[src/hdl/mvp_defs.svh]
/*
 mvp_defs.svh: register offsets, field positions, reset values, mode
 table figures and timing counts of the mono video packetizer.
 assumes: included by its bare name ahead of the code that uses it.
*/
`ifndef MVP_DEFS_SVH
`define MVP_DEFS_SVH
// register byte offsets
`define MVP_REG_VIDEO_SEL 8'h00
`define MVP_REG_ISO_CTRL  8'h04
`define MVP_REG_ROI_POS   8'h08
`define MVP_REG_ROI_SIZE  8'h0C
`define MVP_REG_BPP       8'h10
`define MVP_REG_MAX_BPP   8'h14
`define MVP_REG_CODING    8'h18
`define MVP_REG_STATUS    8'h1C
// field positions
`define MVP_SEL_RATE   2:0
`define MVP_SEL_MODE   6:4
`define MVP_SEL_FMT    10:8
`define MVP_ISO_EN     0
`define MVP_LO_FIELD   10:0
`define MVP_HI_FIELD   26:16
`define MVP_QUAD_FIELD 10:2
`define MVP_BPP_FIELD  12:0
`define MVP_BPP_QUADS  12:2
`define MVP_CODE_FIELD 2:0
`define MVP_ST_OK      0
`define MVP_ST_BUSY    1
`define MVP_ST_OVER    2
`define MVP_ST_PKTS    28:16
// sensor and reset values
`define MVP_SENSOR_W  11'h500
`define MVP_SENSOR_H  11'h3C0
`define MVP_BPP_RESET 13'h1000
`define MVP_BPP_MIN   13'h0004
// pixel coding identifiers and the customizable mode
`define MVP_CODE_MONO8  3'h0
`define MVP_CODE_MONO16 3'h5
`define MVP_FMT_CUSTOM  3'h7
`define MVP_MODE_CUSTOM 3'h0
// standard {format, mode} selections
`define MVP_F0M1 6'h01
`define MVP_F1M2 6'h0A
`define MVP_F1M5 6'h0D
`define MVP_F1M6 6'h0E
`define MVP_F1M7 6'h0F
`define MVP_F2M2 6'h12
`define MVP_F2M6 6'h16
// image sizes
`define MVP_W320  11'h140
`define MVP_H240  11'h0F0
`define MVP_W800  11'h320
`define MVP_H600  11'h258
`define MVP_W1024 11'h400
`define MVP_H768  11'h300
// packet payload in bytes at frame rate code 0, doubled per code step
`define MVP_BASE_F0M1 13'h024
`define MVP_BASE_F1M2 13'h074
`define MVP_BASE_F1M5 13'h0BC
`define MVP_BASE_F1M6 13'h0E4
`define MVP_BASE_F1M7 13'h174
`define MVP_BASE_F2M2 13'h120
`define MVP_BASE_F2M6 13'h240
`define MVP_RATE0 3'h0
`define MVP_RATE1 3'h1
`define MVP_RATE2 3'h2
`define MVP_RATE3 3'h3
`define MVP_RATE4 3'h4
// timing
`define MVP_CLK_PERIOD_NS 100
`define MVP_ISO_CYCLE_NS  125000
`define MVP_ISO_CYCLES    (`MVP_ISO_CYCLE_NS / `MVP_CLK_PERIOD_NS)
// packet limit and largest payload estimate
`define MVP_PKT_LIMIT  13'h0FFF
`define MVP_MAX_K      34'h00000042C
`define MVP_MAX_SHIFT  33:20
`define MVP_MAX_QUADS  12'h400
`define MVP_MAX16_FULL 13'h09C8
// pixel packing
`define MVP_PIX_W      12
`define MVP_PIX_TOP8   4
`define MVP_YUV_CHROMA 8'h80
`endif

[src/hdl/mvp_pkg.sv]
/*
 mvp_pkg: types shared by the mono video packetizer modules.
 assumes: compiled before every module of the packetizer.
*/
`default_nettype none
package mvp_pkg;
	typedef enum logic [1:0] {
		PIX_MONO8  = 2'h0,
		PIX_MONO16 = 2'h1,
		PIX_YUV    = 2'h2
	} mvp_pix_type;
	typedef enum logic [1:0] {
		ST_IDLE = 2'h0,
		ST_WAIT = 2'h3,
		ST_SEND = 2'h1
	} mvp_state_type;
	typedef struct packed {
		logic              ok;
		logic [10:0]       w;
		logic [10:0]       h;
		mvp_pix_type       kind;
		logic [12:0]       base;
		logic [2:0]        rmin;
		logic [2:0]        rmax;
	} mvp_mode_type;
endpackage
`default_nettype wire

[src/hdl/mvp_iso_timer.sv]
/*
 mvp_iso_timer: one-cycle tick at the start of every isochronous
 bus cycle.
 assumes: clk at 10 MHz, reset already synchronised by the caller.
*/
`timescale 1ns/100ps
`default_nettype none
`include "mvp_defs.svh"
module mvp_iso_timer (
	input  wire logic clk,
	input  wire logic rst_sync_n,
	output logic      tick
);
	logic [10:0] cnt_reg;

	always_ff @(posedge clk or negedge rst_sync_n) begin
		if (!rst_sync_n) begin
			cnt_reg <= 11'h000;
			tick <= 1'b0;
		end else if (cnt_reg == 11'(`MVP_ISO_CYCLES - 1)) begin
			cnt_reg <= 11'h000;
			tick <= 1'b1;
		end else begin
			cnt_reg <= cnt_reg + 11'h001;
			tick <= 1'b0;
		end
	end
endmodule
`default_nettype wire

[src/hdl/mvp_pixel_pack.sv]
/*
 mvp_pixel_pack: packs four mono8 or two mono16 or YUV sensor pixels into
 one bus quadlet for the active pixel coding; byte 0 is bits 7:0, the lowest address.
 assumes: pixels are 12 bits, pixel 0 in the low bits of pix.
*/
`timescale 1ns/100ps
`default_nettype none
`include "mvp_defs.svh"
module mvp_pixel_pack (
	input  wire mvp_pkg::mvp_pix_type kind,
	input  wire logic [47:0]          pix,
	output logic [31:0]               quad
);
	logic [31:0] mono8_q;

	genvar i;
	generate
		for (i = 0; i < 4; i++) begin : g_lane
			// top eight of twelve bits, four pixels per quadlet
			assign mono8_q[8*i +: 8] =
				pix[`MVP_PIX_W*i + `MVP_PIX_TOP8 +: 8];
		end
	endgenerate

	always_comb begin
		unique case (kind)
		mvp_pkg::PIX_MONO8: begin
			quad = mono8_q;
		end
		mvp_pkg::PIX_MONO16: begin
			// low byte first, upper nibble zero
			quad = {4'h0, pix[`MVP_PIX_W +: `MVP_PIX_W],
				4'h0, pix[0 +: `MVP_PIX_W]};
		end
		mvp_pkg::PIX_YUV: begin
			// U Y V Y with flat chroma: grey only
			quad = {pix[`MVP_PIX_W + `MVP_PIX_TOP8 +: 8],
				`MVP_YUV_CHROMA,
				pix[`MVP_PIX_TOP8 +: 8], `MVP_YUV_CHROMA};
		end
		default: begin
			quad = 32'h0000_0000;
		end
		endcase
	end
endmodule
`default_nettype wire

[src/hdl/mvp_packetizer.sv]
/*
 mvp_packetizer: video format selection and isochronous packet framing
 of a monochrome camera, with its register file.
 assumes: a pixel store on the same clock that returns four pixels
 starting at pix_x, pix_y combinationally; a link layer that takes one
 quadlet per clock while iso_valid is high.
*/
// Strobed register access and the register offsets were chosen for this implementation.
`timescale 1ns/100ps
`default_nettype none
`include "mvp_defs.svh"
// How it works
// - F0M1: 320x240 YUV, rate codes 0-4
// - YUV output carries grey, flat chroma
// - standard 16-bit: 12 bits, LSB aligned
// - 16-bit pixels go low byte first
// - F1M2: 800x600 mono8, codes 2-3
// - F1M5: 1024x768 mono8, codes 1-3
// - F1M6: 800x600 mono16, codes 1-3
// - F1M7: 1024x768 mono16, codes 1-3
// - F2M2: 1280x960 mono8, codes 0-3
// - F2M6: 1280x960 mono16, codes 0-2
// - standard modes read a centred region
// - F7M0 reads the programmed region
// - F7 payload follows bytes-per-packet setting, capped at the largest payload
// - read-only largest payload for region
// - reset: full region, 4096 bytes per packet
// - frame time is packets times 125 us
// - F7 ignores the frame rate code
// - F7 accepts mono8 and mono16 only
// - F7 mono16: 12 bits, LSB aligned
// - F7 mono16 full region tops 8.15 fps
module mvp_packetizer (
	input  wire logic        clk,
	input  wire logic        rst_n,
	input  wire logic [7:0]  reg_addr,
	input  wire logic [31:0] reg_wdata,
	input  wire logic        reg_wr,
	input  wire logic        reg_rd,
	output logic [31:0]      reg_rdata,
	input  wire logic [47:0] pix_data,
	output logic [10:0]      pix_x,
	output logic [10:0]      pix_y,
	output logic [31:0]      iso_data,
	output logic             iso_valid,
	output logic             iso_pkt_start,
	output logic             iso_pkt_end,
	output logic [12:0]      iso_pkt_len,
	output logic             iso_frame_start,
	output logic             iso_frame_end
);
	logic                   rst_meta_reg, rst_sync_n;
	logic [2:0]             fmt_reg, mode_reg, rate_reg, coding_reg;
	logic                   iso_en_reg;
	logic [10:0]            roi_x_reg, roi_y_reg, roi_w_reg, roi_h_reg;
	logic [12:0]            bpp_reg, max_bpp_reg;
	mvp_pkg::mvp_state_type state_reg;
	mvp_pkg::mvp_mode_type  sm;
	mvp_pkg::mvp_pix_type   cur_kind, f_kind_reg;
	logic                   is_f7, cur_ok, roi_fits, tick;
	logic [10:0]            cur_w, cur_h, cur_x0, cur_y0;
	logic [10:0]            cur_pay_q, f_pay_q_reg, pkt_left_reg;
	logic [21:0]            wh, f7_wh;
	logic [20:0]            cur_fq, fq_left_reg;
	logic [33:0]            max_prod;
	logic [13:0]            max_est;
	logic [11:0]            max_q;
	logic [10:0]            f_x0_reg, f_w_reg, step;
	logic                   first_reg, fstart_reg;
	logic [12:0]            pkt_cnt_reg, last_cnt_reg;
	logic                   over_reg;
	logic [31:0]            packed_q;

	function automatic logic hit(input logic [7:0] a,
		input logic [7:0] off);
		return a == off;
	endfunction

	function automatic logic [10:0] min_q(input logic [10:0] a,
		input logic [20:0] b);
		return (b < 21'(a)) ? b[10:0] : a;
	endfunction

	function automatic mvp_pkg::mvp_mode_type std_mode(
		input logic [2:0] f, input logic [2:0] m);
		mvp_pkg::mvp_mode_type r;
		r = '0;
		r.ok = 1'b1;
		r.kind = mvp_pkg::PIX_MONO8;
		r.w = `MVP_SENSOR_W;
		r.h = `MVP_SENSOR_H;
		r.rmin = `MVP_RATE1;
		r.rmax = `MVP_RATE3;
		case ({f, m})
		`MVP_F0M1: begin
			r.w = `MVP_W320;
			r.h = `MVP_H240;
			r.kind = mvp_pkg::PIX_YUV;
			r.base = `MVP_BASE_F0M1;
			r.rmin = `MVP_RATE0;
			r.rmax = `MVP_RATE4;
		end
		`MVP_F1M2: begin
			r.w = `MVP_W800;
			r.h = `MVP_H600;
			r.base = `MVP_BASE_F1M2;
			r.rmin = `MVP_RATE2;
		end
		`MVP_F1M5: begin
			r.w = `MVP_W1024;
			r.h = `MVP_H768;
			r.base = `MVP_BASE_F1M5;
		end
		`MVP_F1M6: begin
			r.w = `MVP_W800;
			r.h = `MVP_H600;
			r.kind = mvp_pkg::PIX_MONO16;
			r.base = `MVP_BASE_F1M6;
		end
		`MVP_F1M7: begin
			r.w = `MVP_W1024;
			r.h = `MVP_H768;
			r.kind = mvp_pkg::PIX_MONO16;
			r.base = `MVP_BASE_F1M7;
		end
		`MVP_F2M2: begin
			r.base = `MVP_BASE_F2M2;
			r.rmin = `MVP_RATE0;
		end
		`MVP_F2M6: begin
			r.kind = mvp_pkg::PIX_MONO16;
			r.base = `MVP_BASE_F2M6;
			r.rmin = `MVP_RATE0;
			r.rmax = `MVP_RATE2;
		end
		default: begin
			r.ok = 1'b0;
		end
		endcase
		return r;
	endfunction

	// reset is released through two flops; assertion stays asynchronous
	always_ff @(posedge clk or negedge rst_n) begin
		if (!rst_n) begin
			rst_meta_reg <= 1'b0;
			rst_sync_n <= 1'b0;
		end else begin
			rst_meta_reg <= 1'b1;
			rst_sync_n <= rst_meta_reg;
		end
	end

	mvp_iso_timer u_timer (
		.clk        (clk),
		.rst_sync_n (rst_sync_n),
		.tick       (tick)
	);

	mvp_pixel_pack u_pack (
		.kind (f_kind_reg),
		.pix  (pix_data),
		.quad (packed_q)
	);

	// register writes; strange codings are refused, tiny payloads are raised to the minimum
	always_ff @(posedge clk or negedge rst_sync_n) begin
		if (!rst_sync_n) begin
			fmt_reg <= `MVP_FMT_CUSTOM;
			mode_reg <= `MVP_MODE_CUSTOM;
			rate_reg <= `MVP_RATE0;
			iso_en_reg <= 1'b0;
			roi_x_reg <= 11'h000;
			roi_y_reg <= 11'h000;
			roi_w_reg <= `MVP_SENSOR_W;
			roi_h_reg <= `MVP_SENSOR_H;
			bpp_reg <= `MVP_BPP_RESET;
			coding_reg <= `MVP_CODE_MONO8;
		end else if (reg_wr) begin
			if (hit(reg_addr, `MVP_REG_VIDEO_SEL)) begin
				fmt_reg <= reg_wdata[`MVP_SEL_FMT];
				mode_reg <= reg_wdata[`MVP_SEL_MODE];
				rate_reg <= reg_wdata[`MVP_SEL_RATE];
			end
			if (hit(reg_addr, `MVP_REG_ISO_CTRL))
				iso_en_reg <= reg_wdata[`MVP_ISO_EN];
			if (hit(reg_addr, `MVP_REG_ROI_POS)) begin
				roi_x_reg <= {reg_wdata[`MVP_QUAD_FIELD], 2'h0};
				roi_y_reg <= reg_wdata[`MVP_HI_FIELD];
			end
			if (hit(reg_addr, `MVP_REG_ROI_SIZE)) begin
				roi_w_reg <= {reg_wdata[`MVP_QUAD_FIELD], 2'h0};
				roi_h_reg <= reg_wdata[`MVP_HI_FIELD];
			end
			if (hit(reg_addr, `MVP_REG_BPP)) begin
				if (reg_wdata[`MVP_BPP_FIELD] < `MVP_BPP_MIN)
					bpp_reg <= `MVP_BPP_MIN;
				else
					bpp_reg <= {reg_wdata[`MVP_BPP_QUADS], 2'h0};
			end
			if (hit(reg_addr, `MVP_REG_CODING) &&
				(reg_wdata[`MVP_CODE_FIELD] == `MVP_CODE_MONO8 ||
				reg_wdata[`MVP_CODE_FIELD] == `MVP_CODE_MONO16))
				coding_reg <= reg_wdata[`MVP_CODE_FIELD];
		end
	end

	// active geometry, coding and payload of the selected mode
	always_comb begin
		sm = std_mode(fmt_reg, mode_reg);
		is_f7 = fmt_reg == `MVP_FMT_CUSTOM && mode_reg == `MVP_MODE_CUSTOM;
		f7_wh = roi_w_reg * roi_h_reg;
		roi_fits = roi_w_reg != 11'h000 && roi_h_reg != 11'h000 &&
			12'(roi_x_reg) + 12'(roi_w_reg) <= 12'(`MVP_SENSOR_W) &&
			12'(roi_y_reg) + 12'(roi_h_reg) <= 12'(`MVP_SENSOR_H);
		if (is_f7) begin
			// frame rate code plays no part here
			cur_w = roi_w_reg;
			cur_h = roi_h_reg;
			cur_x0 = roi_x_reg;
			cur_y0 = roi_y_reg;
			cur_kind = (coding_reg == `MVP_CODE_MONO16) ?
				mvp_pkg::PIX_MONO16 : mvp_pkg::PIX_MONO8;
			cur_ok = roi_fits;
			cur_pay_q = (bpp_reg < max_bpp_reg) ?
				bpp_reg[`MVP_BPP_QUADS] : max_bpp_reg[`MVP_BPP_QUADS];
		end else begin
			cur_w = sm.w;
			cur_h = sm.h;
			cur_x0 = 11'((`MVP_SENSOR_W - sm.w) >> 1);
			cur_y0 = 11'((`MVP_SENSOR_H - sm.h) >> 1);
			cur_kind = sm.kind;
			cur_ok = sm.ok && rate_reg >= sm.rmin && rate_reg <= sm.rmax;
			cur_pay_q = 11'(13'(sm.base << rate_reg) >> 2);
		end
		wh = cur_w * cur_h;
		cur_fq = (cur_kind == mvp_pkg::PIX_MONO8) ?
			{1'b0, wh[21:2]} : wh[21:1];
		max_prod = (roi_w_reg != 11'h000 &&
			coding_reg == `MVP_CODE_MONO16) ?
			34'({f7_wh, 1'b0}) * `MVP_MAX_K : 34'(f7_wh) * `MVP_MAX_K;
		max_est = max_prod[`MVP_MAX_SHIFT] + 14'h0001;
		max_q = max_est[13:2] + {11'h000, |max_est[1:0]};
	end

	// payload ceiling: sensor readout bounds the frame rate
	always_ff @(posedge clk or negedge rst_sync_n) begin
		if (!rst_sync_n)
			max_bpp_reg <= `MVP_BPP_RESET;
		else if (max_q > `MVP_MAX_QUADS)
			max_bpp_reg <= `MVP_BPP_RESET;
		else
			max_bpp_reg <= {max_q[10:0], 2'h0};
	end

	assign step = (f_kind_reg == mvp_pkg::PIX_MONO8) ? 11'h004 : 11'h002;

	// packet pacing: a packet opens only on a bus cycle tick
	always_ff @(posedge clk or negedge rst_sync_n) begin
		if (!rst_sync_n) begin
			state_reg <= mvp_pkg::ST_IDLE;
			pkt_left_reg <= 11'h000;
			fq_left_reg <= 21'h000000;
			f_pay_q_reg <= 11'h000;
			f_kind_reg <= mvp_pkg::PIX_MONO8;
			f_x0_reg <= 11'h000;
			f_w_reg <= 11'h000;
			first_reg <= 1'b0;
			fstart_reg <= 1'b0;
		end else begin
			unique case (state_reg)
			mvp_pkg::ST_IDLE: begin
				if (tick && iso_en_reg && cur_ok) begin
					f_pay_q_reg <= cur_pay_q;
					f_kind_reg <= cur_kind;
					f_x0_reg <= cur_x0;
					f_w_reg <= cur_w;
					fq_left_reg <= cur_fq;
					pkt_left_reg <= min_q(cur_pay_q, cur_fq);
					first_reg <= 1'b1;
					fstart_reg <= 1'b1;
					state_reg <= mvp_pkg::ST_SEND;
				end
			end
			mvp_pkg::ST_WAIT: begin
				if (!iso_en_reg) begin
					state_reg <= mvp_pkg::ST_IDLE;
				end else if (tick) begin
					pkt_left_reg <= min_q(f_pay_q_reg, fq_left_reg);
					first_reg <= 1'b1;
					state_reg <= mvp_pkg::ST_SEND;
				end
			end
			mvp_pkg::ST_SEND: begin
				first_reg <= 1'b0;
				fstart_reg <= 1'b0;
				pkt_left_reg <= pkt_left_reg - 11'h001;
				fq_left_reg <= fq_left_reg - 21'h000001;
				if (pkt_left_reg == 11'h001)
					state_reg <= (fq_left_reg == 21'h000001) ?
						mvp_pkg::ST_IDLE : mvp_pkg::ST_WAIT;
			end
			default: begin
				state_reg <= mvp_pkg::ST_IDLE;
			end
			endcase
		end
	end

	// pixel address walks the region row by row
	always_ff @(posedge clk or negedge rst_sync_n) begin
		if (!rst_sync_n) begin
			pix_x <= 11'h000;
			pix_y <= 11'h000;
		end else if (state_reg == mvp_pkg::ST_IDLE) begin
			pix_x <= cur_x0;
			pix_y <= cur_y0;
		end else if (state_reg == mvp_pkg::ST_SEND) begin
			if (pix_x + step >= f_x0_reg + f_w_reg) begin
				pix_x <= f_x0_reg;
				pix_y <= pix_y + 11'h001;
			end else begin
				pix_x <= pix_x + step;
			end
		end
	end

	// link side outputs, one quadlet per clock inside a packet
	always_ff @(posedge clk or negedge rst_sync_n) begin
		if (!rst_sync_n) begin
			iso_data <= 32'h0000_0000;
			iso_valid <= 1'b0;
			iso_pkt_start <= 1'b0;
			iso_pkt_end <= 1'b0;
			iso_pkt_len <= 13'h0000;
			iso_frame_start <= 1'b0;
			iso_frame_end <= 1'b0;
		end else begin
			iso_valid <= state_reg == mvp_pkg::ST_SEND;
			iso_data <= (state_reg == mvp_pkg::ST_SEND) ?
				packed_q : 32'h0000_0000;
			iso_pkt_start <= state_reg == mvp_pkg::ST_SEND && first_reg;
			iso_frame_start <= state_reg == mvp_pkg::ST_SEND && fstart_reg;
			iso_pkt_end <= state_reg == mvp_pkg::ST_SEND &&
				pkt_left_reg == 11'h001;
			iso_frame_end <= state_reg == mvp_pkg::ST_SEND &&
				pkt_left_reg == 11'h001 && fq_left_reg == 21'h000001;
			if (state_reg == mvp_pkg::ST_SEND && first_reg)
				iso_pkt_len <= {pkt_left_reg, 2'h0};
		end
	end

	// packet count per frame; beyond the limit the host's frame breaks
	always_ff @(posedge clk or negedge rst_sync_n) begin
		if (!rst_sync_n) begin
			pkt_cnt_reg <= 13'h0000;
			last_cnt_reg <= 13'h0000;
			over_reg <= 1'b0;
		end else if (state_reg == mvp_pkg::ST_SEND && first_reg) begin
			pkt_cnt_reg <= fstart_reg ? 13'h0001 : pkt_cnt_reg + 13'h0001;
			if (fstart_reg)
				over_reg <= 1'b0;
			else if (pkt_cnt_reg >= `MVP_PKT_LIMIT)
				over_reg <= 1'b1;
		end else if (iso_frame_end) begin
			last_cnt_reg <= pkt_cnt_reg;
		end
	end

	// read data stand only in the cycle after the strobe
	always_ff @(posedge clk or negedge rst_sync_n) begin
		if (!rst_sync_n) begin
			reg_rdata <= 32'h0000_0000;
		end else begin
			reg_rdata <= 32'h0000_0000;
			if (reg_rd) begin
				if (hit(reg_addr, `MVP_REG_VIDEO_SEL))
					reg_rdata <= {21'h0, fmt_reg, 1'b0, mode_reg,
						1'b0, rate_reg};
				if (hit(reg_addr, `MVP_REG_ISO_CTRL))
					reg_rdata <= {31'h0, iso_en_reg};
				if (hit(reg_addr, `MVP_REG_ROI_POS))
					reg_rdata <= {5'h0, roi_y_reg, 5'h0, roi_x_reg};
				if (hit(reg_addr, `MVP_REG_ROI_SIZE))
					reg_rdata <= {5'h0, roi_h_reg, 5'h0, roi_w_reg};
				if (hit(reg_addr, `MVP_REG_BPP))
					reg_rdata <= {19'h0, bpp_reg};
				if (hit(reg_addr, `MVP_REG_MAX_BPP))
					reg_rdata <= {19'h0, max_bpp_reg};
				if (hit(reg_addr, `MVP_REG_CODING))
					reg_rdata <= {29'h0, coding_reg};
				if (hit(reg_addr, `MVP_REG_STATUS))
					reg_rdata <= {3'h0, last_cnt_reg, 13'h0, over_reg,
						state_reg != mvp_pkg::ST_IDLE, cur_ok};
			end
		end
	end

	// helper: clocks since the last packet opened
	logic [15:0] gap_reg;
	logic        seen_reg;
	always_ff @(posedge clk or negedge rst_sync_n) begin
		if (!rst_sync_n) begin
			gap_reg <= 16'h0000;
			seen_reg <= 1'b0;
		end else if (iso_pkt_start) begin
			gap_reg <= 16'h0000;
			seen_reg <= 1'b1;
		end else if (gap_reg != 16'hFFFF) begin
			gap_reg <= gap_reg + 16'h0001;
		end
	end

	// helper: quadlets already sent in the open packet; a packet may
	// reach 1024 quadlets, too long for a delay range
	logic [10:0] run_reg;
	always_ff @(posedge clk or negedge rst_sync_n) begin
		if (!rst_sync_n)
			run_reg <= 11'h000;
		else if (iso_pkt_start)
			run_reg <= 11'h001;
		else if (iso_valid)
			run_reg <= run_reg + 11'h001;
		else
			run_reg <= 11'h000;
	end
endmodule
`default_nettype wire

[config.mk]
export PLATFORM = sky130hd
export DESIGN_NAME = mvp_packetizer
export DESIGN_NICKNAME = d
export VERILOG_FILES = /design/src/hdl/mvp_pkg.sv /design/src/hdl/mvp_iso_timer.sv /design/src/hdl/mvp_pixel_pack.sv /design/src/hdl/mvp_packetizer.sv
export VERILOG_INCLUDE_DIRS = /design/src /design/src/hdl
export SDC_FILE = /design/constraint.sdc
export NUM_CORES = 1
export LEC_CHECK = 0
export BUFFER_PORTS_ARGS = -buffer_cell sky130_fd_sc_hd__buf_2
export CORE_MARGIN = 3
export CORE_UTILIZATION = 62
export DETAILED_ROUTE_END_ITERATION = 8
export GPL_TIMING_DRIVEN = 0
export PLACE_DENSITY_LB_ADDON = 0.25
export RECOVER_POWER = 50
export SLEW_MARGIN = 5
export SYNTH_ARGS = -nofsm -noshare
export SYNTH_HDL_FRONTEND = slang
export SYNTH_SLANG_ARGS = --single-unit
[constraint.sdc]
create_clock -name clk -period 10.1 [get_ports clk]
set_clock_uncertainty 0.05 [all_clocks]
set_input_delay 0.505 -clock clk [delete_from_list [all_inputs] [get_ports clk]]
set_output_delay 0.505 -clock clk [all_outputs]
set_load 0.02 [all_outputs]
# Word level (Yosys, flattened, before mapping)
# Index checks and enable logic that the tools add are counted.
# word_totals
register_bits	293
inputBits	92
output_inout_bits	104
wordCells	204
# classes
addsub	13
mul	4
magnitude_cmp	11
eq_ne	29
shifts	1
mux	61
bitwise_logic	1
reduce_logical	47
# op_table
cell	count
$mux W32	9
$mux W11	19
$pmux W32 S3	1
$pmux W10 S7	1
$pmux W22 S3	1
$mul A20 B9 Y29 const B	2
$lt A21 B11 Y1	2
$mux W21	2
$pmux W21 S2	1
$mux W13	3
$mux W34	1
$pmux W11 S3	1
$eq A8 B5 Y1 const B	4
$add A11 B11 Y12	2
$eq A6 B4 Y1 const B	4
$add A11 B1 Y11 const B	2
$mul A11 B11 Y22	1
$reduce_and A2 Y1	11
$reduce_bool A11 Y1	2
$eq A21 B1 Y1 const B	1
$sub A21 B1 Y21 const B	1
$mul A9 B11 Y20	1
$eq A8 B4 Y1 const B	2
$add A14 B1 Y14 const B	1
other kinds (49)	92

# Depth between registers and ports, before layout
# Gate-level depths: netlist of the first run.
# depth
word_depth	10
mapped_depth	42
depth_no_buf	39

# Cells and area by module
# Synthesis of the first run repeated with hierarchy kept, for this count alone.
# unflattened
cells_unflattened	3016
area_unflattened_um2	26832.0
# by_module_without_submodules
module	instances	cells_each	area_each_um2	seq_area_each_um2
mvp_packetizer	1	2884	25663.4	6670.1
mvp_pixel_pack	1	83	609.3	0.0
mvp_iso_timer	1	49	559.3	300.3

# Least setup slack after synthesis of the first run
# Ideal clock, no wire load.
# synth_timing
path_kind	register to register
startpoint	reg roi_w_reg[10]
endpoint	reg max_bpp_reg[5]
setup_time_ps	80
arrival_time_ps	10272
required_time_ps	9970
setup_slack_ps	-303
stages_incl_launch_ff	40
path_buffers	2
period_less_slack_ps	10403
path_cell_list	dfstp_2 -> clkbuf_1 -> clkbuf_1 -> nand2_1 -> fa_1 -> fa_1 -> inv_1 -> fa_1 -> inv_1 -> fa_1 -> inv_1 -> ha_1 -> o211ai_1 -> o21ai_0 -> nand3_1 -> and2_1 -> o21a_1 -> xnor2_1 -> [... 4 more ...] -> fa_1 -> inv_1 -> ha_1 -> a21oi_2 -> o211ai_1 -> a211o_1 -> a31oi_1 -> xor2_1 -> o21ai_0 -> ha_1 -> inv_1 -> or4_1 -> nor4b_1 -> or3b_1 -> a2111o_1 -> a211oi_2 -> nor3_2 -> nor3_2
# synth_between
elab_chain_len	8
word_cells_on_any_way	11
classes_between	2 x add/sub; 3 x mul; 1 x order compare; 2 x mux; 3 x reduce/logical
# synth_rtl
element	line	rtl
start: declaration	mvp_packetizer.sv:55	logic [10:0] roi_x_reg, roi_y_reg, roi_w_reg, roi_h_reg;
start signal: assignment	mvp_packetizer.sv:175	roi_w_reg <= `MVP_SENSOR_W;
start signal: assignment	mvp_packetizer.sv:192	roi_w_reg <= {reg_wdata[`MVP_QUAD_FIELD], 2'h0};
$mul A9 B11 Y20 / $reduce_bool A11 Y1 (equally long branches)	mvp_packetizer.sv:212, mvp_packetizer.sv:239	
$mul A20 B9 Y29 (no source line) / $logic_and A1 B1 Y1 (equally long branches)	-	
$mux W34 (no source line) *	-	
$add A14 B1 Y14 *	mvp_packetizer.sv:242	max_est = max_prod[`MVP_MAX_SHIFT] + 14'h0001;
$reduce_or A2 Y1	mvp_packetizer.sv:243	max_q = max_est[13:2] + {11'h000, |max_est[1:0]};
$add A12 B1 Y12 *	mvp_packetizer.sv:243	
$gt A12 B11 Y1 (no source line)	-	
$mux W13 *	mvp_packetizer.sv:250	else if (max_q > `MVP_MAX_QUADS)
end signal: assignment	mvp_packetizer.sv:249	max_bpp_reg <= `MVP_BPP_RESET;
end signal: assignment	mvp_packetizer.sv:251	max_bpp_reg <= `MVP_BPP_RESET;
end signal: assignment	mvp_packetizer.sv:253	max_bpp_reg <= {max_q[10:0], 2'h0};
end: declaration	mvp_packetizer.sv:56	logic [12:0] bpp_reg, max_bpp_reg;
# Mark *: on every way between the ends. The rest lies on a longest branch, timed or not.
# A chain may end at the register's enable or synchronous reset.

# Final worst setup path of the first run
# layout_timing
startpoint	reg roi_w_reg[10]
endpoint	reg max_bpp_reg[2]
# The elaborated chain is that of the path after synthesis.

==> results.json, run 1 <==
{
  "layout.nets": 3742,
  "core.rowCount": 74,
  "syn_area_mm2": 0.0261,
  "worstSetupEndpointType": "flop",
  "p_leak_nw": 14.8,
  "worstPathArrival_ps": 10770,
  "place_congestion": 1.02,
  "clock_sinks": 278,
  "seq_area_frac_synth": 0.267,
  "cp_max_fo": 7,
  "dp_hpwl_mm": 63.3,
  "ir_drop_v": 0.000124,
  "utilization": 0.737,
  "antenna_found_initial": 5,
  "fin_crit_sh": 1.02,
  "route.met2.wl_mm": 38.8,
  "grt_max_degree": 69,
  "chipWidth_um": 211,
  "slew_violations": 215,
  "status": "finished, violations left",
  "cts_tree": "yes",
  "hp-class": "input pin to flop",
  "seq_area_mm2": 0.00699,
  "wl_met3_mm": 7.23,
  "dieArea_mm2": 0.0446,
  "synth_area_leader_cell": "dfrtp_1",
  "synth_top_area_frac": 0.256,
  "track_usage": 0.371,
  "coreArea_mm2": 0.0412,
  "first_global_vias": 24546,
  "io_buffers": 169,
  "multi_input_area_mm2": 0.0182,
  "p_total_mw": 3.01,
  "syn_inst": 2946,
  "grt-ovfl-total": 0,
  "htree_levels": 1,
  "synthTopCellsByCount": "331 x inv_1, 328 x nand2_1, 267 x dfrtp_1",
  "clockBufferDepth": 3,
  "worst_r2r_endpoint": "max_bpp_reg[2]",
  "synth_area_leaders": "dfrtp_1 26%, ha_1 12%, fa_1 12%",
  "reg2reg_slack_ps": -210,
  "max-slew-margin-rel": -1.18,
  "drt_iter0_drc": 2245,
  "worst-slew-pin-transition_ps": 3270,
  "fillCellCount": 3001,
  "rsz0062_at_grt": "yes",
  "syn2layout_area_growth_pct": 16.4,
  "finalHoldViolCount": 0,
  "path_class": "flop to flop",
  "place_inst": 3659,
  "power.density_mw_per_mm2": 99.0,
  "place_area_mm2": 0.0278,
  "ys.flop_type": "dfrtp_1",
  "cp-endpoint": "max_bpp_reg[2]",
  "worstSetupStartpointType": "flop",
  "wl_per_cell_um": 22.2,
  "numCtsBuffers": 30,
  "ys_warn_count": 0,
  "initial_core_util": 0.633,
  "r2r_cells": 39,
  "syn_area_per_cell_um2": 8.86,
  "drc_errors": 0,
  "m1WireLength_mm": 30.7,
  "slowest_delay_ps": 680,
  "first_pass_iters": 5,
  "stdcell_area_mm2": 0.0304,
  "whs_ps": 92.3,
  "failed_checks": "capacitance limit, slew limit, setup timing",
  "pre_cts_ws_ps": -1810,
  "cp_data_required_time_ps": 10560,
  "r2r_start": "roi_w_reg[10]",
  "finalSetupViolations": 9,
  "largest_register_ffs": 32,
  "cpMostUsedCell": "fa_1",
  "fin_crit_ps": 10310,
  "slowest_stage": "dfstp_4",
  "synth_edf_count": 0,
  "ys_async_sr_fraction": 1.00,
  "ioPinCount": 196,
  "wirelength_mm": 84.2,
  "ant_nets": 0,
  "synth_cell_type_count": 92,
  "vias_per_cell": 6.34,
  "cts-root-buf": "clkbuf_16",
  "clock_latency_ps": 580,
  "cap_violations": 4,
  "top_layer": "met5",
  "ys_seq_elements": 278,
  "final_cells": 3790,
  "clk_pin_slew_ps": 60,
  "die_h_um": 211,
  "grt_first_pass_wirelength_mm": 131,
  "vias": 24018,
  "drive_above_1_share": 0.151,
  "final.setup.worst_slack_ps": -215,
  "finalSetupTns_ps": -1770,
  "synthMostInstantiatedCell": "inv_1",
  "max_freq_mhz": 96.9,
  "critical_path.startpoint": "roi_w_reg[10]"
}
[worst min path at each step]
stage	start	to	slack, ps	depth (start not counted)
detailed placement	rst_n	rst_sync_n	250	1
floorplan	rst_n	rst_meta_reg	160	0
global placement	rst_n	rst_sync_n	250	1
CTS	reg_wdata[17]	roi_h_reg[1]	80	3
global route	reg_wdata[17]	roi_h_reg[1]	90	3
finish	reg_wdata[17]	roi_h_reg[1]	90	3
[critical path, delay by kind of cell, from the launching register on]
kind,cells,cell delay (ps)
adder cells (fa/ha/maj),9,4010
AO/OA/AOI/OAI,10,2230
AND/OR/NAND/NOR,10,2180
buffers and inverters,9,910
flip-flops,1,680
XOR/XNOR,1,170
[power breakdown]
group	switching [mW]	internal, mW	total [mW]
clock network	0.483	0.720	1.20
registers	0.0329	1.13	1.17
logic	0.386	0.252	0.638
total	0.902	2.10	3.01
[kinds of logic after synthesis]
family          synth area share
simple gates               0.172
mux                       0.0651
compound gates             0.145
buf+inv                   0.0706
flops                      0.267
other cells             0.000288
fa+ha+maj                  0.246
xor+xnor                  0.0340
[placed cells by master (no fill, tap or decap), types with 31 or more instances in the layout]
master / netlist / routed
a211oi_1: 44 / 32
a21oi_1: 129 / 121
and2_1: 81 / 73
and3_1: 40 / 40
buf_2: 2 / 74
buf_4: 9 / 86
clkbuf_1: 123 / 186
clkbuf_16: 0 / 33
dfrtp_1: 267 / 260
fa_1: 160 / 159
ha_1: 257 / 239
inv_1: 331 / 323
mux2_2: 86 / 86
mux2i_1: 73 / 73
nand2_1: 328 / 319
nand3_1: 75 / 72
nor2_1: 187 / 186
nor3_1: 50 / 48
o21ai_0: 154 / 145
xnor2_1: 60 / 51
xor2_1: 35 / 31
[metal layers]
layer	GRT usage	vias up
met4	0.264	8
met3	0.0643	420
li1	-	10680
met5	0	-
met1	0.445	11616
met2	0.610	1294
[area by class of cell]
class	instances	area share
multi-input combinational	2196	0.598
sequential	278	0.230
timing repair buffer	257	0.0471
inverter	332	0.0411
clock buffer	39	0.0278
buffer	138	0.0259
tap	532	0.0219
clock inverter	17	0.00791
antenna	1	0.0000824
[repair_timing]
| action | CTS | global route |
|---|---|---|
| pin swaps | 62 | 52 |
| buffers inserted | 62 | 21 |
| cloned | 1 | 0 |
| resized for setup | 170 | 69 |
| setup endpoints to repair | 11 | 22 |
| hold buffers | 1 | 0 |
| endpoints found under the hold margin | 2 | 0 |
Note: power is estimated with default switching activity, not from simulation.
==> run 2, diff against run 1 <==
--- a/config.mk
+++ b/config.mk
@@ -13,6 +13,7 @@
 export GPL_TIMING_DRIVEN = 0
 export PLACE_DENSITY_LB_ADDON = 0.25
 export RECOVER_POWER = 50
+export SETUP_SLACK_MARGIN = 0.02
 export SLEW_MARGIN = 5
 export SYNTH_ARGS = -nofsm -noshare
 export SYNTH_HDL_FRONTEND = slang
==> run 2 against run 1 <==
Largest power group is now sequential cells. The flow still finishes with violations (capacitance limit, slew limit, setup timing). Worst setup slack worse by 48 ps. Critical path depth up 4. Cell area is 0.13% higher.
==> results.json, run 2 (synthesis results as in run 1) <==
{
  "cpMostUsedCell": "fa_1",
  "final_cell_mix": "320 x inv_1, 318 x nand2_1, 259 x dfrtp_1",
  "worstSetupEndpointType": "flop",
  "max_freq_mhz": 96.5,
  "ioPinCount": 196,
  "io_buffers": 169,
  "slew_violations": 222,
  "cap_violations": 4,
  "htree_levels": 1,
  "status": "finished, violations left",
  "first_pass_iters": 8,
  "hp-class": "input pin to flop",
  "layout_commonest_cell": "inv_1",
  "max-slew-margin-rel": -1.30,
  "path_class": "flop to flop",
  "clockBufferDepth": 3,
  "p_seq_frac": 0.392,
  "drt_iter0_drc": 2418,
  "cp_data_required_time_ps": 10550,
  "slowest_delay_ps": 550,
  "cts-root-buf": "clkbuf_16",
  "slowest_stage": "dfstp_2",
  "dieArea_mm2": 0.0446,
  "vias": 24168,
  "fin_crit_sh": 1.03,
  "clock_sinks": 278,
  "core.rowCount": 74,
  "drive_above_1_share": 0.154,
  "fillCellCount": 2941,
  "antenna_found_initial": 5,
  "clkPwrFrac": 0.394,
  "clk_pin_slew_ps": 70,
  "syn2layout_area_growth_pct": 16.5,
  "coreArea_mm2": 0.0412,
  "largest_register_ffs": 32,
  "chipWidth_um": 211,
  "finalSetupViolations": 9,
  "fin_crit_ps": 10360,
  "dp_hpwl_mm": 63.0,
  "p_sw_uw": 875,
  "p_leak_nw": 14.8,
  "wl_per_cell_um": 22.4,
  "worst-slew-pin-transition_ps": 3450,
  "track_usage": 0.371,
  "first_global_vias": 24329,
  "sw_frac_of_total": 0.294,
  "cts_tree": "yes",
  "cp_max_fo": 5,
  "power.internal_mw": 2.10,
  "layout.nets": 3749,
  "vias_per_cell": 6.37,
  "grt_max_degree": 64,
  "grt_first_pass_wirelength_mm": 131,
  "pre_cts_ws_ps": -1850,
  "die_h_um": 211,
  "failed_checks": "capacitance limit, slew limit, setup timing",
  "worstPathArrival_ps": 10810,
  "rsz0062_at_grt": "yes",
  "place_congestion": 1.05,
  "wirelength_mm": 85.1,
  "numCtsBuffers": 29,
  "final.setup.worst_slack_ps": -263,
  "power.density_mw_per_mm2": 97.8,
  "whs_ps": 116,
  "finalHoldViolCount": 0,
  "drc_errors": 0,
  "initial_core_util": 0.633,
  "ant_nets": 0,
  "ir_drop_v": 0.000115,
  "grt-ovfl-total": 0,
  "worstSetupStartpointType": "flop",
  "clock_latency_ps": 570,
  "pwr-share-comb": 0.214
}
## run 2: layout make-up
class | instances | area (um^2) | area share
Multi-Input combinational cell | 2196 | 18100 | 0.596
Sequential cell | 278 | 6990 | 0.230
Timing Repair Buffer | 266 | 1500 | 0.0494
Inverter | 332 | 1250 | 0.0410
Clock buffer | 43 | 858 | 0.0282
Buffer | 137 | 830 | 0.0273
Tap cell | 532 | 666 | 0.0219
Clock inverter | 10 | 186 | 0.00613
Antenna cell | 1 | 2.50 | 0.0000823
## run 2: timing repair
item | in CTS | in global routing
hold buffers | 1 | 0
gates cloned | 1 | 0
pin swaps | 64 | 68
gates resized for setup | 168 | 70
setup buffers | 69 | 22
endpoints found under the setup margin | 11 | 22
endpoints found under the hold margin | 2 | 0
## run 2: layer usage
layer	track usage	vias up	wire (um)
met5	0.00323	-	66
met2	0.621	1377	39800
li1	-	10688	-
met4	0.239	8	6890
met3	0.0630	393	7690
met1	0.444	11702	30600
## run 2: worst paths after layout
kind	to	depth (start not counted)	slack, ps	start
min in group asynchronous	rst_meta_reg	2	210	rst_n
hold / removal	roi_h_reg[1]	3	120	reg_wdata[17]
setup reg to reg	max_bpp_reg[6]	43	-260	roi_w_reg[8]
setup / recovery	max_bpp_reg[6]	43	-260	roi_w_reg[8]
hold reg to reg	rst_sync_n	0	310	rst_meta_reg
max in group asynchronous	roi_h_reg[3]	2	3030	rst_sync_n
## run 2: worst max-delay path: cells and delay by family (launching register included)
| kind | cells | cell delay (ps) |
|---|---|---|
| and+or+nand+nor | 14 | 2730 |
| adders and majority gates | 10 | 4200 |
| buffers and inverters | 12 | 1320 |
| AOI/OAI and AO/OA | 6 | 1310 |
| DFF | 1 | 550 |
| xor gates and xnor gates | 1 | 100 |
## run 2: through the flow
stage	TNS, ps	util	cells	cell area (um^2)	total power, mW
finish	-1830	0.738	3795	30400	2.97
floorplan	0	-	2954	26200	1.55
global placement	-283350	0.672	3655	27700	1.70
detailed placement	-19290	0.675	3660	27800	1.73
CTS	0	0.731	3773	30100	2.94
global route	-4780	0.738	3794	30400	3.09
## run 2: power groups by stage
stage | Clock (mW) | Combinational, mW | Sequential (mW)
floorplan | 0 | 0.364 | 1.19
CTS | 1.17 | 0.610 | 1.16
global placement | 0 | 0.503 | 1.20
global route | 1.22 | 0.696 | 1.17
detailed placement | 0 | 0.544 | 1.19
finish | 1.17 | 0.636 | 1.17
